<file path="src/core/rdw_pkg.sv">
// Shared constants and types of the receive descriptor write-back engine.
// Assumes a 32-bit host memory path and a classic Wishbone register slave.
package rdw_pkg;

    // ------------------------------------------------------------
    // Register map (byte addresses)
    // ------------------------------------------------------------
    localparam int unsigned WB_AW      = 8;
    localparam logic [7:0]  REG_CTRL   = 8'h00;
    localparam logic [7:0]  REG_BASE   = 8'h04;
    localparam logic [7:0]  REG_CUR    = 8'h08;
    localparam logic [7:0]  REG_ISTAT  = 8'h0c;
    localparam logic [7:0]  REG_IMASK  = 8'h10;
    localparam logic [7:0]  REG_STATE  = 8'h14;

    localparam int unsigned CTRL_EN    = 0;
    localparam int unsigned CTRL_PASS  = 1;
    localparam int unsigned CTRL_POLL  = 2;
    localparam logic [1:0]  CTRL_RST   = 2'h0;
    localparam logic [31:0] BASE_RST   = 32'h0;

    localparam int unsigned IRQ_W      = 3;
    localparam int unsigned IRQ_FRAME  = 0;
    localparam int unsigned IRQ_NODESC = 1;
    localparam int unsigned IRQ_DROP   = 2;
    localparam logic [2:0]  IMASK_RST  = 3'h0;

    // ------------------------------------------------------------
    // Descriptor layout
    // ------------------------------------------------------------
    localparam logic [31:0] DESC_W1    = 32'h4;
    localparam logic [31:0] DESC_W2    = 32'h8;
    localparam logic [31:0] DESC_W3    = 32'hc;
    localparam logic [31:0] WORD_BYTES = 32'h4;

    localparam int unsigned W0_OWN     = 31;
    localparam int unsigned W0_FIRST   = 30;
    localparam int unsigned W0_LAST    = 29;
    localparam int unsigned W0_ERRSUM  = 25;
    localparam int unsigned W0_MCAST   = 24;
    localparam int unsigned W0_PORT    = 20;
    localparam int unsigned PORT_W     = 4;
    localparam int unsigned W0_PHY     = 19;
    localparam int unsigned W0_OVER    = 18;
    localparam int unsigned W0_RUNT    = 17;
    localparam int unsigned W0_CRC     = 16;
    localparam int unsigned W0_KIND    = 15;
    localparam int unsigned W0_LEN     = 0;
    localparam int unsigned LEN_W      = 11;
    localparam int unsigned W1_WRAP    = 25;
    localparam int unsigned RBS_W      = 12;

    localparam logic [15:0] MAX_FRAME  = 16'd1518;
    localparam logic [15:0] TYPE_MIN   = 16'd1500;

    // ------------------------------------------------------------
    // Types
    // ------------------------------------------------------------
    typedef enum logic [3:0] {
        ST_IDLE  = 4'h0,
        ST_RD0   = 4'h1,
        ST_RD1   = 4'h2,
        ST_RD2   = 4'h3,
        ST_RD3   = 4'h4,
        ST_DATA  = 4'h5,
        ST_WDATA = 4'h6,
        ST_WSTAT = 4'h7,
        ST_STALL = 4'h8
    } rdw_state_e;

    typedef struct packed {
        logic        multicast;
        logic [1:0]  port;
        logic        phy_fault;
        logic        crc_err;
        logic        runt;
        logic [15:0] len_type;
    } rdw_rxstat_s;

    typedef struct packed {
        logic        enable;
        logic        pass_bad;
        logic [31:0] list_base;
    } rdw_ctrl_s;

endpackage

</file>
<file path="src/core/rdw_regs.sv">
// Wishbone register slave with interrupt status and mask.
// Assumes a classic single-cycle master; answers one cycle after the strobe.
`timescale 1ns/1ns
`default_nettype none
module rdw_regs
    import rdw_pkg::*;
(
    input  wire logic                    clk,
    input  wire logic                    rst,
    input  wire logic [WB_AW-1:0]        wb_adr,
    input  wire logic [31:0]             wb_dat_i,
    input  wire logic [3:0]              wb_sel,
    input  wire logic                    wb_we,
    input  wire logic                    wb_cyc,
    input  wire logic                    wb_stb,
    output logic      [31:0]             wb_dat_o,
    output logic                         wb_ack,
    output rdw_pkg::rdw_ctrl_s           ctrl,
    output logic                         poll,
    input  wire logic [IRQ_W-1:0]        event_set,
    input  wire logic [31:0]             cur_desc,
    input  wire logic [3:0]              state_code,
    output logic                         irq
);

    logic [IRQ_W-1:0] istat;
    logic [IRQ_W-1:0] imask;
    logic             wr;
    logic             rd;

    assign wr = wb_cyc && wb_stb && wb_we && !wb_ack;
    assign rd = wb_cyc && wb_stb && !wb_we && !wb_ack;

    function automatic logic [31:0] merge(input logic [31:0] old,
                                          input logic [31:0] nw,
                                          input logic [3:0]  sel);
        logic [31:0] r;
        r = old;
        for (int i = 0; i < 4; i++) begin
            if (sel[i]) begin
                r[i*8 +: 8] = nw[i*8 +: 8];
            end
        end
        return r;
    endfunction

    always_ff @(posedge clk) begin
        if (rst) begin
            wb_ack <= 1'b0;
        end else begin
            wb_ack <= wb_cyc && wb_stb && !wb_ack;
        end
    end

    always_ff @(posedge clk) begin
        if (rst) begin
            ctrl.enable    <= CTRL_RST[CTRL_EN];
            ctrl.pass_bad  <= CTRL_RST[CTRL_PASS];
            ctrl.list_base <= BASE_RST;
            imask          <= IMASK_RST;
            poll           <= 1'b0;
        end else begin
            poll <= 1'b0;
            if (wr && wb_adr == REG_CTRL && wb_sel[0]) begin
                ctrl.enable   <= wb_dat_i[CTRL_EN];
                ctrl.pass_bad <= wb_dat_i[CTRL_PASS];
                poll          <= wb_dat_i[CTRL_POLL];
            end
            if (wr && wb_adr == REG_BASE) begin
                ctrl.list_base <= merge(ctrl.list_base, wb_dat_i, wb_sel);
            end
            if (wr && wb_adr == REG_IMASK && wb_sel[0]) begin
                imask <= wb_dat_i[IRQ_W-1:0];
            end
        end
    end

    // A hardware event in the same cycle as a clearing write stays set.
    always_ff @(posedge clk) begin
        if (rst) begin
            istat <= '0;
        end else if (wr && wb_adr == REG_ISTAT && wb_sel[0]) begin
            istat <= (istat & ~wb_dat_i[IRQ_W-1:0]) | event_set;
        end else begin
            istat <= istat | event_set;
        end
    end

    always_ff @(posedge clk) begin
        if (rst) begin
            irq <= 1'b0;
        end else begin
            irq <= |(istat & imask);
        end
    end

    always_ff @(posedge clk) begin
        if (rst) begin
            wb_dat_o <= 32'h0;
        end else if (rd) begin
            unique case (wb_adr)
                REG_CTRL:  wb_dat_o <= {30'h0, ctrl.pass_bad, ctrl.enable};
                REG_BASE:  wb_dat_o <= ctrl.list_base;
                REG_CUR:   wb_dat_o <= cur_desc;
                REG_ISTAT: wb_dat_o <= {29'h0, istat};
                REG_IMASK: wb_dat_o <= {29'h0, imask};
                REG_STATE: wb_dat_o <= {28'h0, state_code};
                default:   wb_dat_o <= 32'h0;
            endcase
        end
    end

endmodule
`default_nettype wire

</file>
<file path="src/core/rdw_engine.sv">
// Receive descriptor engine: walks the host descriptor chain, stores frame
// words into host buffers and writes the status word back.
// Assumes a host memory port that acknowledges each request with one pulse
// and a receive stream that presents one 32-bit word per handshake.
//
// Chosen here: the Wishbone interface to the registers and the placing of the registers.
`timescale 1ns/1ns
`default_nettype none

// How it works
// error summary ORs crc, oversize, runt
// multicast flag on the last descriptor
// ingress port in four-bit field
// phy fault seen anywhere in frame
// oversize above 1518, never truncated
// runts dropped unless pass-bad is set
// crc mismatch flag on last descriptor
// frame kind set above 1500 unless runt
// eleven-bit byte count including crc
// ring-end marker wraps to list base
// twelve-bit size, zero size skipped
// host gives sizes in multiples of four
// third word holds aligned buffer address
// fourth word holds next descriptor address
// only owned descriptors used, ownership returned
// first-buffer mark where frame starts
// last-buffer mark carries final status
// whole status word in one write
module rdw_engine
    import rdw_pkg::*;
(
    input  wire logic                    CLOCK,
    input  wire logic                    SYS_RST,
    input  wire logic [WB_AW-1:0]        WB_ADR_I,
    input  wire logic [31:0]             WB_DAT_I,
    input  wire logic [3:0]              WB_SEL_I,
    input  wire logic                    WB_WE_I,
    input  wire logic                    WB_CYC_I,
    input  wire logic                    WB_STB_I,
    output logic      [31:0]             WB_DAT_O,
    output logic                         WB_ACK_O,
    output logic                         IRQ,
    output logic                         MEM_REQ,
    output logic                         MEM_WE,
    output logic      [31:0]             MEM_ADDR,
    output logic      [31:0]             MEM_WDATA,
    input  wire logic [31:0]             MEM_RDATA,
    input  wire logic                    MEM_ACK,
    input  wire logic                    RX_VALID,
    output logic                         RX_READY,
    input  wire logic [31:0]             RX_DATA,
    input  wire logic [2:0]              RX_BYTES,
    input  wire logic                    RX_LAST,
    input  wire rdw_pkg::rdw_rxstat_s    RX_STAT
);

    // ------------------------------------------------------------
    // Registers and state
    // ------------------------------------------------------------
    rdw_ctrl_s        ctrl;
    logic             poll;
    logic [IRQ_W-1:0] events;
    rdw_state_e       state;
    logic [31:0]      cur;
    logic [31:0]      frame_start;
    logic             wrap;
    logic [RBS_W-1:0] buf_size;
    logic [31:0]      buf_addr;
    logic [31:0]      next_desc;
    logic [RBS_W-1:0] offset;
    logic [15:0]      byte_count;
    logic             in_frame;
    logic             buf_first;
    logic             buf_last;
    logic             phy_seen;
    rdw_rxstat_s      stat;
    logic             take;
    logic             drop;
    logic             buf_full;
    logic             oversize;
    logic [31:0]      status_word;

    rdw_regs u_regs (
        .clk        (CLOCK),
        .rst        (SYS_RST),
        .wb_adr     (WB_ADR_I),
        .wb_dat_i   (WB_DAT_I),
        .wb_sel     (WB_SEL_I),
        .wb_we      (WB_WE_I),
        .wb_cyc     (WB_CYC_I),
        .wb_stb     (WB_STB_I),
        .wb_dat_o   (WB_DAT_O),
        .wb_ack     (WB_ACK_O),
        .ctrl       (ctrl),
        .poll       (poll),
        .event_set  (events),
        .cur_desc   (cur),
        .state_code (state),
        .irq        (IRQ)
    );

    // ------------------------------------------------------------
    // Combinational helpers
    // ------------------------------------------------------------
    assign take     = (state == ST_DATA) && RX_VALID && RX_READY;
    assign drop     = stat.runt && !ctrl.pass_bad;
    assign buf_full = (offset + RBS_W'(WORD_BYTES)) >= buf_size;
    assign oversize = byte_count > MAX_FRAME;

    // Status word: the frame fields except the phy fault go only into the last descriptor.
    always_comb begin
        status_word           = 32'h0;
        status_word[W0_OWN]   = 1'b0;
        status_word[W0_FIRST] = buf_first;
        status_word[W0_LAST]  = buf_last;
        if (buf_last) begin
            status_word[W0_ERRSUM] = stat.crc_err || oversize || stat.runt;
            status_word[W0_MCAST]  = stat.multicast;
            status_word[W0_PORT +: PORT_W] = {2'b00, stat.port};
            status_word[W0_OVER]   = oversize;
            status_word[W0_RUNT]   = stat.runt;
            status_word[W0_CRC]    = stat.crc_err;
            status_word[W0_KIND]   = !stat.runt && (stat.len_type > TYPE_MIN);
            status_word[W0_LEN +: LEN_W] = byte_count[LEN_W-1:0];
        end
        status_word[W0_PHY] = phy_seen;
    end

    // ------------------------------------------------------------
    // Descriptor walk and data transfer
    // ------------------------------------------------------------
    always_ff @(posedge CLOCK) begin
        if (SYS_RST) begin
            state     <= ST_IDLE;
            cur       <= 32'h0;
            MEM_REQ   <= 1'b0;
            MEM_WE    <= 1'b0;
            MEM_ADDR  <= 32'h0;
            MEM_WDATA <= 32'h0;
            RX_READY  <= 1'b0;
            wrap      <= 1'b0;
            buf_size  <= '0;
            buf_addr  <= 32'h0;
            next_desc <= 32'h0;
            offset    <= '0;
            buf_first <= 1'b0;
            buf_last  <= 1'b0;
        end else if (!ctrl.enable) begin
            state    <= ST_IDLE;
            cur      <= ctrl.list_base;
            MEM_REQ  <= 1'b0;
            RX_READY <= 1'b0;
        end else begin
            unique case (state)
                ST_IDLE: begin
                    state <= ST_RD0;
                end
                ST_RD0: begin
                    if (MEM_ACK) begin
                        MEM_REQ <= 1'b0;
                        if (MEM_RDATA[W0_OWN]) begin
                            state <= ST_RD1;
                        end else begin
                            state <= ST_STALL;
                        end
                    end else if (!MEM_REQ) begin
                        MEM_REQ  <= 1'b1;
                        MEM_WE   <= 1'b0;
                        MEM_ADDR <= cur;
                    end
                end
                ST_RD1: begin
                    if (MEM_ACK) begin
                        MEM_REQ  <= 1'b0;
                        wrap     <= MEM_RDATA[W1_WRAP];
                        buf_size <= MEM_RDATA[RBS_W-1:0];
                        state    <= ST_RD2;
                    end else if (!MEM_REQ) begin
                        MEM_REQ  <= 1'b1;
                        MEM_ADDR <= cur + DESC_W1;
                    end
                end
                ST_RD2: begin
                    if (MEM_ACK) begin
                        MEM_REQ  <= 1'b0;
                        buf_addr <= MEM_RDATA;
                        state    <= ST_RD3;
                    end else if (!MEM_REQ) begin
                        MEM_REQ  <= 1'b1;
                        MEM_ADDR <= cur + DESC_W2;
                    end
                end
                ST_RD3: begin
                    if (MEM_ACK) begin
                        MEM_REQ   <= 1'b0;
                        next_desc <= MEM_RDATA;
                        offset    <= '0;
                        buf_first <= 1'b0;
                        buf_last  <= 1'b0;
                        if (buf_size == '0) begin
                            // Empty buffer: leave it untouched and move on.
                            cur   <= wrap ? ctrl.list_base : MEM_RDATA;
                            state <= ST_RD0;
                        end else begin
                            state <= ST_DATA;
                        end
                    end else if (!MEM_REQ) begin
                        MEM_REQ  <= 1'b1;
                        MEM_ADDR <= cur + DESC_W3;
                    end
                end
                ST_DATA: begin
                    if (take) begin
                        RX_READY  <= 1'b0;
                        MEM_REQ   <= 1'b1;
                        MEM_WE    <= 1'b1;
                        MEM_ADDR  <= buf_addr + 32'(offset);
                        MEM_WDATA <= RX_DATA;
                        buf_last  <= RX_LAST;
                        if (!in_frame) begin
                            buf_first <= 1'b1;
                        end
                        state <= ST_WDATA;
                    end else begin
                        RX_READY <= 1'b1;
                    end
                end
                ST_WDATA: begin
                    if (MEM_ACK) begin
                        MEM_REQ <= 1'b0;
                        offset  <= offset + RBS_W'(WORD_BYTES);
                        if (buf_last && drop) begin
                            // Discarded frame: reuse its descriptors.
                            cur   <= frame_start;
                            state <= ST_RD0;
                        end else if (buf_last || buf_full) begin
                            state <= ST_WSTAT;
                        end else begin
                            state <= ST_DATA;
                        end
                    end
                end
                ST_WSTAT: begin
                    if (MEM_ACK) begin
                        MEM_REQ <= 1'b0;
                        cur     <= wrap ? ctrl.list_base : next_desc;
                        state   <= ST_RD0;
                    end else if (!MEM_REQ) begin
                        // One write of the full word after the data is stored.
                        MEM_REQ   <= 1'b1;
                        MEM_WE    <= 1'b1;
                        MEM_ADDR  <= cur;
                        MEM_WDATA <= status_word;
                    end
                end
                ST_STALL: begin
                    if (poll) begin
                        state <= ST_RD0;
                    end
                end
                default: begin
                    state <= ST_IDLE;
                end
            endcase
        end
    end

    // ------------------------------------------------------------
    // Frame tracking and accumulated status
    // ------------------------------------------------------------
    always_ff @(posedge CLOCK) begin
        if (SYS_RST || !ctrl.enable) begin
            in_frame    <= 1'b0;
            frame_start <= 32'h0;
            byte_count  <= 16'h0;
            phy_seen    <= 1'b0;
            stat        <= '0;
        end else if (take) begin
            if (!in_frame) begin
                frame_start <= cur;
                byte_count  <= 16'(RX_BYTES);
                phy_seen    <= RX_STAT.phy_fault;
            end else begin
                // The count keeps running past the limit; nothing is cut.
                byte_count  <= byte_count + 16'(RX_BYTES);
                phy_seen    <= phy_seen | RX_STAT.phy_fault;
            end
            in_frame <= !RX_LAST;
            if (RX_LAST) begin
                stat <= RX_STAT;
            end
        end
    end

    // ------------------------------------------------------------
    // Interrupt events
    // ------------------------------------------------------------
    always_ff @(posedge CLOCK) begin
        if (SYS_RST) begin
            events <= '0;
        end else begin
            events             <= '0;
            events[IRQ_FRAME]  <= (state == ST_WSTAT) && MEM_ACK && buf_last;
            events[IRQ_NODESC] <= (state == ST_RD0) && MEM_ACK && !MEM_RDATA[W0_OWN];
            events[IRQ_DROP]   <= (state == ST_WDATA) && MEM_ACK && buf_last && drop;
        end
    end

endmodule
`default_nettype wire

</file>
<file path="config.mk">
export PLATFORM = sky130hd
export DESIGN_NAME = rdw_engine
export DESIGN_NICKNAME = d
export VERILOG_FILES = /design/src/core/rdw_pkg.sv /design/src/core/rdw_regs.sv /design/src/core/rdw_engine.sv
export SDC_FILE = /design/constraint.sdc
export NUM_CORES = 1
export LEC_CHECK = 0
export BUFFER_PORTS_ARGS = -buffer_cell sky130_fd_sc_hd__buf_2
export CORE_ASPECT_RATIO = 0.9
export CORE_MARGIN = 3
export CORE_UTILIZATION = 63
export DETAILED_ROUTE_END_ITERATION = 12
export GPL_TIMING_DRIVEN = 1
export PLACE_DENSITY = 0.83
export SYNTH_ARGS = -nofsm -noshare
export SYNTH_HDL_FRONTEND = slang
export SYNTH_HIERARCHICAL = 1
export SYNTH_SLANG_ARGS = --single-unit
</file>
<file path="constraint.sdc">
create_clock -name CLOCK -period 6.96 [get_ports CLOCK]
set_clock_uncertainty 0.1 [all_clocks]
set_input_delay 0.348 -clock CLOCK [delete_from_list [all_inputs] [get_ports CLOCK]]
set_output_delay 0.348 -clock CLOCK [all_outputs]
set_load 0.02 [all_outputs]
</file>
==> results of run 1 <==
through the flow:
step	utilization (%)	hold WS (ns)	setup WS [ns]	cells	instance area, µm²
after floorplan	-	0.327	4.37	2238	17600
after global placement	68.8	0.333	3.00	2679	18700
after detailed placement	68.8	0.340	2.84	2679	18700
after CTS	76.5	0.00113	2.75	2826	20800
final	76.5	-0.00699	2.53	2826	20800
after global routing	76.5	0.00730	2.40	2826	20800
area by class of cell:
cell class	count	area (µm²)
clock buffers	49	1070
clock inverters	15	188
fillers	1991	6410
inverters	31	116
multi-input cells	1690	9970
flip-flops and latches	341	6830
well taps	354	443
repair buffers	346	2210
worst max-delay path: stages, from the launching register on:
cell and delay [ns]:
dfxtp_1 0.99, nor2b_1 0.42, nand2_1 0.32, a41oi_1 0.14, o31ai_4 0.33, buf_4 0.43, nand2_1 0.84, a211oi_1 0.62
nor4_1 0.08
kinds of logic (layout without fill, tap and decap cells):
logic type                 Yosys count  in the layout
xor gates and xnor gates            60             60
buffers and inverters              207            441
muxes                              114            114
adders and majority gates           28             28
and+or+nand+nor                    931            931
DFF                                341            341
AOI/OAI and AO/OA                  557            557
state kept, by name, indices dropped and copies added (netlist names), 32 cells and up:
name             flops
u_regs/wb_dat_o     32
MEM_WDATA           32
u_regs/ctrl         34
cur                 32
next_desc           32
frame_start         32
buf_addr            32
MEM_ADDR            32
synth_stat cells, drive strengths merged, types with 26 or more instances:
cell type and number:
nand2 413, a211oi 55, ha 26, xor2 39, nor2 244, a22oi 36
dfxtp 341, nand4 37, clkbuf 119, mux2i 108, a311oi 29, nand3 66
nor3 37, inv 31, o22ai 40, buf 57, a21oi 212, o21ai 88
nor4 45
worst paths after layout:
kind | start | to | slack [ns] | cells after the start
worst max-delay path | state[1] | cur[7] | 2.53 | 8
worst min-delay path | WB_DAT_I[28] | u_regs/ctrl[28] | -0.007 | 3
worst min register to register | MEM_WDATA[14] | MEM_WDATA[14] | 0.35 | 2
worst max register to register | state[1] | cur[7] | 2.53 | 8
where the power goes:
group	switching (µW)	internal (µW)	total, µW
clock	815	1230	2040
sequential	0.460	1950	1950
combinational	91.5	75.9	167
routing by layer:
metal | vias up | share of wire, % | wire [µm]
li1 | 8422 | - | -
met1 | 8834 | 39 | 24400
met2 | 1207 | 46 | 28600
met3 | 192 | 11 | 6550
met4 | 0 | 4.1 | 2530
met5 | - | 0 | 0
layout by cell type, fill, tap and decap left out, types with 30 or more instances in the layout:
| cell | n |
|---|---|
| xor2_1 | 38 |
| dfxtp_1 | 340 |
| o22ai_1 | 40 |
| nor3_1 | 33 |
| nand2_1 | 411 |
| mux2i_1 | 108 |
| buf_2 | 240 |
| nor2_1 | 236 |
| dlygate4sd3_1 | 83 |
| a211oi_1 | 53 |
| o21ai_0 | 70 |
| clkbuf_16 | 37 |
| a22oi_1 | 36 |
| inv_1 | 30 |
| a21oi_1 | 212 |
| nand3_1 | 64 |
| nor4_1 | 41 |
==> run_results.csv, run 1 <==
group,metric,value,unit
place,gp_congestion,1.01,
place,dp.final_hpwl,41.2,mm
worst_setup_path,path_class,"flop to flop",
synth,yosys_warnings,6,
floorplan,die_outline_area,30000,µm²
global_route,gr-usage-met1,53.1,%
routing,vias_per_cell,6.60,
timing,sum_of_negative_setup_slack,0,ns
clocking,cts_buffer_depth,3,
clocking,clock_pin_slew_worst_setup_and_hold_paths,0.07,ns
synth,synth_xor_area_share,3.02,%
global_route,global_route.usage.met2,64.4,%
floorplan,start_util,64.7,%
global_route,first_global_vias,17105,
global_route,grt_antenna_before_repair,0,
worst_setup_path,cp_data_required_time,7.24,ns
synth,syn_inst,2238,
routing,routed-via-count,18655,
timing,final_max_slew_viol_count,0,
layout,fin_nets,2615,
timing,timing_hold_violations_final,2,
timing,setup_viol,0,
synth,mappedNetlistArea,17600,µm²
global_route,grt_most_used_layer,"met2",
floorplan,core_area,27200,µm²
power_and_ir_drop,power.density_cell_area,200,nW/µm²
clocking,clkSinkCount,341,
worst_setup_path,critPathCaptureType,"flop",
layout,area_growth_syn_to_layout,18.1,%
clocking,htree_num_levels,2,
routing,drt-total-wl,62.1,mm
synth,synth-simple-area-share,24.3,%
synth,yosys_register_bits,341,
synth,yosysTopAreaCellShare,38.7,%
timing,timing.fmax,0.226,GHz
synth,syn_area_per_cell,7.88,µm²
synth,yosys.area.top_type,"dfxtp_1",
outcome,violations,"hold timing",
timing,post-route-period-util,63.6,%
routing,remaining_drc_errors,0,
floorplan,height_of_the_die,165,µm
timing,maxSlewHeadroom,13.2,%
layout,layout-drive-gt1-share,15.4,%
routing,firstDrtPassIters,6,
worst_setup_path,startpoint_type,"flop",
synth,yosys-top-cells-area,"dfxtp_1, nand2_1, mux2i_1",
worst_hold_path,worstHoldPathType,"input pin to flop",
routing,postRouteAntennaNets,0,
synth,yosys_most_used_dff,"dfxtp_1",
timing,grt_setup_unrepaired,"false",
routing,drt-wirelength-per-cell,22.0,µm
clocking,gates_resized_cts_repair,0,
floorplan,dieWidth,182,µm
clocking,post_cts.repair.setup_buffers,0,
synth,synth.mux.area_fraction,6.66,%
floorplan,io_pins,242,
synth,synth_edf_count,0,
clocking,cts.hold.buffers_added,83,
power_and_ir_drop,vdd_ir_drop_max,0.222,mV
global_route,grt_overflow_total,0,
routing,dr.first_iter.drc_count,2623,
synth,synthArstFlopShare,0,%
floorplan,fp-row-count,57,
outcome,run_status,"finished with violations",
clocking,numCtsBuffers,36,
power_and_ir_drop,finalPower,4160,µW
synth,synth_adder_area_share,2.07,%
clocking,clock-root-buffer,"clkbuf_16",
global_route,pin_count_of_the_biggest_net_entering_global_routing,92,
timing,worst_pin_slew,1.30,ns
job,cap_viol_max_count,0,
synth,yosysSeqAreaShare,38.7,%
worst_setup_path,worstPathMaxFanout,35,
timing,final.hold.worst_slack,-0.00699,ns
place,port_buffers,241,
synth,synth_top_family_by_area,"simple AND/OR/NAND/NOR gates",
worst_setup_path,critical_path_arrival,4.71,ns
global_route,grt_util_met3,6.47,%
layout,n_antenna_cell,0,
power_and_ir_drop,total_leakage_power,0.00764,µW
timing,period_minus_slack,4.43,ns
synth,syn_nets,2407,
clocking,cts_tree,"done",
synth,synth_compound_gate_area_share,20.1,%
global_route,grt_util_all_layers,39.5,%
global_route,first_pass_grt_wire_length,95.5,mm
synth,synthDistinctLibCells,99,
clocking,clock_insertion_delay_worst_skew,0.53,ns
No activity file was read; power rests on OpenSTA's default activity.
==> run 2: changes to the inputs <==
--- a/config.mk
+++ b/config.mk
@@ -8,10 +8,10 @@
 export BUFFER_PORTS_ARGS = -buffer_cell sky130_fd_sc_hd__buf_2
 export CORE_ASPECT_RATIO = 0.9
 export CORE_MARGIN = 3
-export CORE_UTILIZATION = 63
+export CORE_UTILIZATION = 58
 export DETAILED_ROUTE_END_ITERATION = 12
 export GPL_TIMING_DRIVEN = 1
-export PLACE_DENSITY = 0.83
+export PLACE_DENSITY = 0.77
 export SYNTH_ARGS = -nofsm -noshare
 export SYNTH_HDL_FRONTEND = slang
 export SYNTH_HIERARCHICAL = 1
==> constraint.sdc (replaced) <==
create_clock -name CLOCK -period 4.6 [get_ports CLOCK]
set_clock_uncertainty 0.1 [all_clocks]
set_input_delay 0.23 -clock CLOCK [delete_from_list [all_inputs] [get_ports CLOCK]]
set_output_delay 0.23 -clock CLOCK [all_outputs]
set_load 0.02 [all_outputs]
==> run 2 against run 1 <==
Net effect:
- the run now ends clean
- critical path depth is 3 higher
- global-route usage is 1.2 points lower
- clock power increased by 39%
- first-iteration DRC count fell by 26%
==> run_results.csv, run 2 (synthesis gave the netlist of run 1 again) <==
group,metric,value,unit
job,cap_viol_max_count,0,
worst_setup_path,worst_setup_path_startpoint,"state[3]",
worst_setup_path,cp_slowest_cell,"dfxtp_1",
layout,final_common_cell,"nand2_1",
outcome,run_status,"completed",
floorplan,die_outline_area,32500,µm²
layout,n_antenna_cell,0,
global_route,grt_overflow_total,0,
worst_setup_path,cpLargestDelayFamily,"simple AND/OR/NAND/NOR gates",
global_route,global_route.usage.met2,61.8,%
clocking,gates_resized_cts_repair,0,
worst_setup_path,worst_r2r_startpoint,"state[3]",
global_route,grt_util_met3,6.22,%
clocking,cts_buffer_depth,3,
worst_setup_path,cp_data_required_time,4.94,ns
power_and_ir_drop,vdd_ir_drop_max,0.351,mV
floorplan,core_area,29500,µm²
routing,vias_per_cell,6.39,
worst_setup_path,worstPathMaxFanout,16,
worst_setup_path,path_class,"flop to flop",
global_route,first_pass_grt_wire_length,98.9,mm
timing,maxSlewHeadroom,24.9,%
layout,fin_nets,2673,
floorplan,fp-row-count,59,
worst_setup_path,ordered_list_of_cells_on_the_worst_path,"nor2_1, nand2_1, inv_1, ha_1, a21oi_1, nor2b_1, nand4_1, nor4_4, nand2_1, xor2_1, a2111oi_2",
place,dp.final_hpwl,43.7,mm
floorplan,height_of_the_die,171,µm
layout,flip_flop_count_of_the_largest_register_after_layout,34,
global_route,grt_most_used_layer,"met2",
worst_setup_path,worstPathBufferInverterCount,1,
layout,finalNonFillerCells,2924,
clocking,cts_tree,"done",
power_and_ir_drop,power.density_cell_area,285,nW/µm²
floorplan,io_pins,242,
layout,area_growth_syn_to_layout,20.8,%
clocking,clock_pin_slew_worst_setup_and_hold_paths,0.06,ns
timing,timing.fmax,0.276,GHz
worst_hold_path,worstHoldPathType,"input pin to flop",
timing,final.hold.worst_slack,0.0729,ns
routing,postRouteAntennaNets,0,
power_and_ir_drop,finalPower,6070,µW
routing,firstDrtPassIters,6,
clocking,clock_insertion_delay_worst_skew,0.55,ns
clocking,htree_num_levels,2,
worst_setup_path,critical_path_arrival,3.96,ns
global_route,first_global_vias,17691,
floorplan,dieWidth,190,µm
routing,drt-wirelength-per-cell,22.1,µm
timing,period_minus_slack,3.62,ns
worst_hold_path,min_delay_path_depth,4,
global_route,grt_antenna_before_repair,1,
place,port_buffers,241,
worst_setup_path,regToRegEndpoint,"MEM_ADDR[31]",
timing,setup_viol,0,
timing,post-route-period-util,78.8,%
timing,sum_of_negative_setup_slack,0,ns
clocking,clkSinkCount,341,
routing,drt-total-wl,64.6,mm
power_and_ir_drop,total_leakage_power,0.00781,µW
routing,dr.first_iter.drc_count,1942,
layout,regMostFlops,"u_regs/ctrl",
worst_hold_path,whs_endpoint,"byte_count[1]",
timing,timing_hold_violations_final,0,
timing,final_max_slew_viol_count,0,
clocking,clock-root-buffer,"clkbuf_16",
worst_setup_path,timing.critical_path.slowest_cell_delay,0.78,ns
timing,worst_pin_slew,1.12,ns
worst_setup_path,rr_worst_depth,11,
worst_setup_path,critPathCaptureType,"flop",
worst_hold_path,min_from,"RX_BYTES[1]",
global_route,gr-usage-met1,50.5,%
layout,post-route-cell-area,21300,µm²
layout,layout-drive-gt1-share,15.3,%
worst_setup_path,timing.critical_path.mode_cell,"nand2_1",
worst_setup_path,startpoint_type,"flop",
place,gp_congestion,1.04,
floorplan,start_util,59.9,%
global_route,grt_util_all_layers,38.3,%
worst_setup_path,reg2reg_slack,0.98,ns
global_route,pin_count_of_the_biggest_net_entering_global_routing,71,
timing,grt_setup_unrepaired,"false",
clocking,numCtsBuffers,37,
routing,remaining_drc_errors,0,
routing,routed-via-count,18692,
layout,layout_common_cells,"nand2_1, dfxtp_1, buf_2",
place,postPlaceCellArea,18900,µm²
place,post-place-cells,2735,
## run 2: cell type report
class	instances	area, µm²
timing repair buffer	403	2760
fill	2322	8150
tap	396	495
inverter	31	116
clock buffer	52	1040
sequential	341	6830
clock inverter	11	95.1
multi-input combinational	1690	9970
## run 2: routing by layer
| metal | part of all wire, % | vias to the layer above |
|---|---|---|
| met4 | 4.7 | 2 |
| met1 | 40 | 8890 |
| met3 | 9.2 | 202 |
| met2 | 46 | 1068 |
| li1 | - | 8530 |
| met5 | 0.020 | - |
## run 2: repair_timing
action,in CTS,in global routing
endpoints found under the hold margin,181,0
hold buffers,126,0
buffers inserted,0,0
## run 2: stage by stage
stage	setup slack, ns	utilization (%)
after floorplan	2.01	-
after global placement	1.28	64.2
after detailed placement	1.14	64.2
after CTS	1.11	72.3
after global routing	0.811	72.3
final	0.976	72.3
## run 2: worst max path at each step
stage | cells past startpoint | end
2_1_floorplan | 12 | MEM_ADDR[31]
3_3_place_gp | 11 | MEM_ADDR[31]
3_5_place_dp | 11 | MEM_ADDR[31]
4_1_cts | 11 | MEM_ADDR[31]
5_1_grt | 11 | MEM_ADDR[31]
6_report | 11 | MEM_ADDR[31]
## run 2: report_power, final
| group | total, µW | internal [µW] | switching [µW] |
|---|---|---|---|
| logic | 284 | 139 | 144 |
| registers | 2950 | 2950 | 0.678 |
| clock network | 2830 | 1590 | 1240 |
## run 2: worst reg2reg max path, cell delays in order (launching register included)
cell	delay, ns
dfxtp_1	0.78
nor2_1	0.21
nand2_1	0.25
inv_1	0.09
ha_1	0.27
a21oi_1	0.09
nor2b_1	0.32
nand4_1	0.23
nor4_4	0.49
nand2_1	0.13
xor2_1	0.18
a2111oi_2	0.36
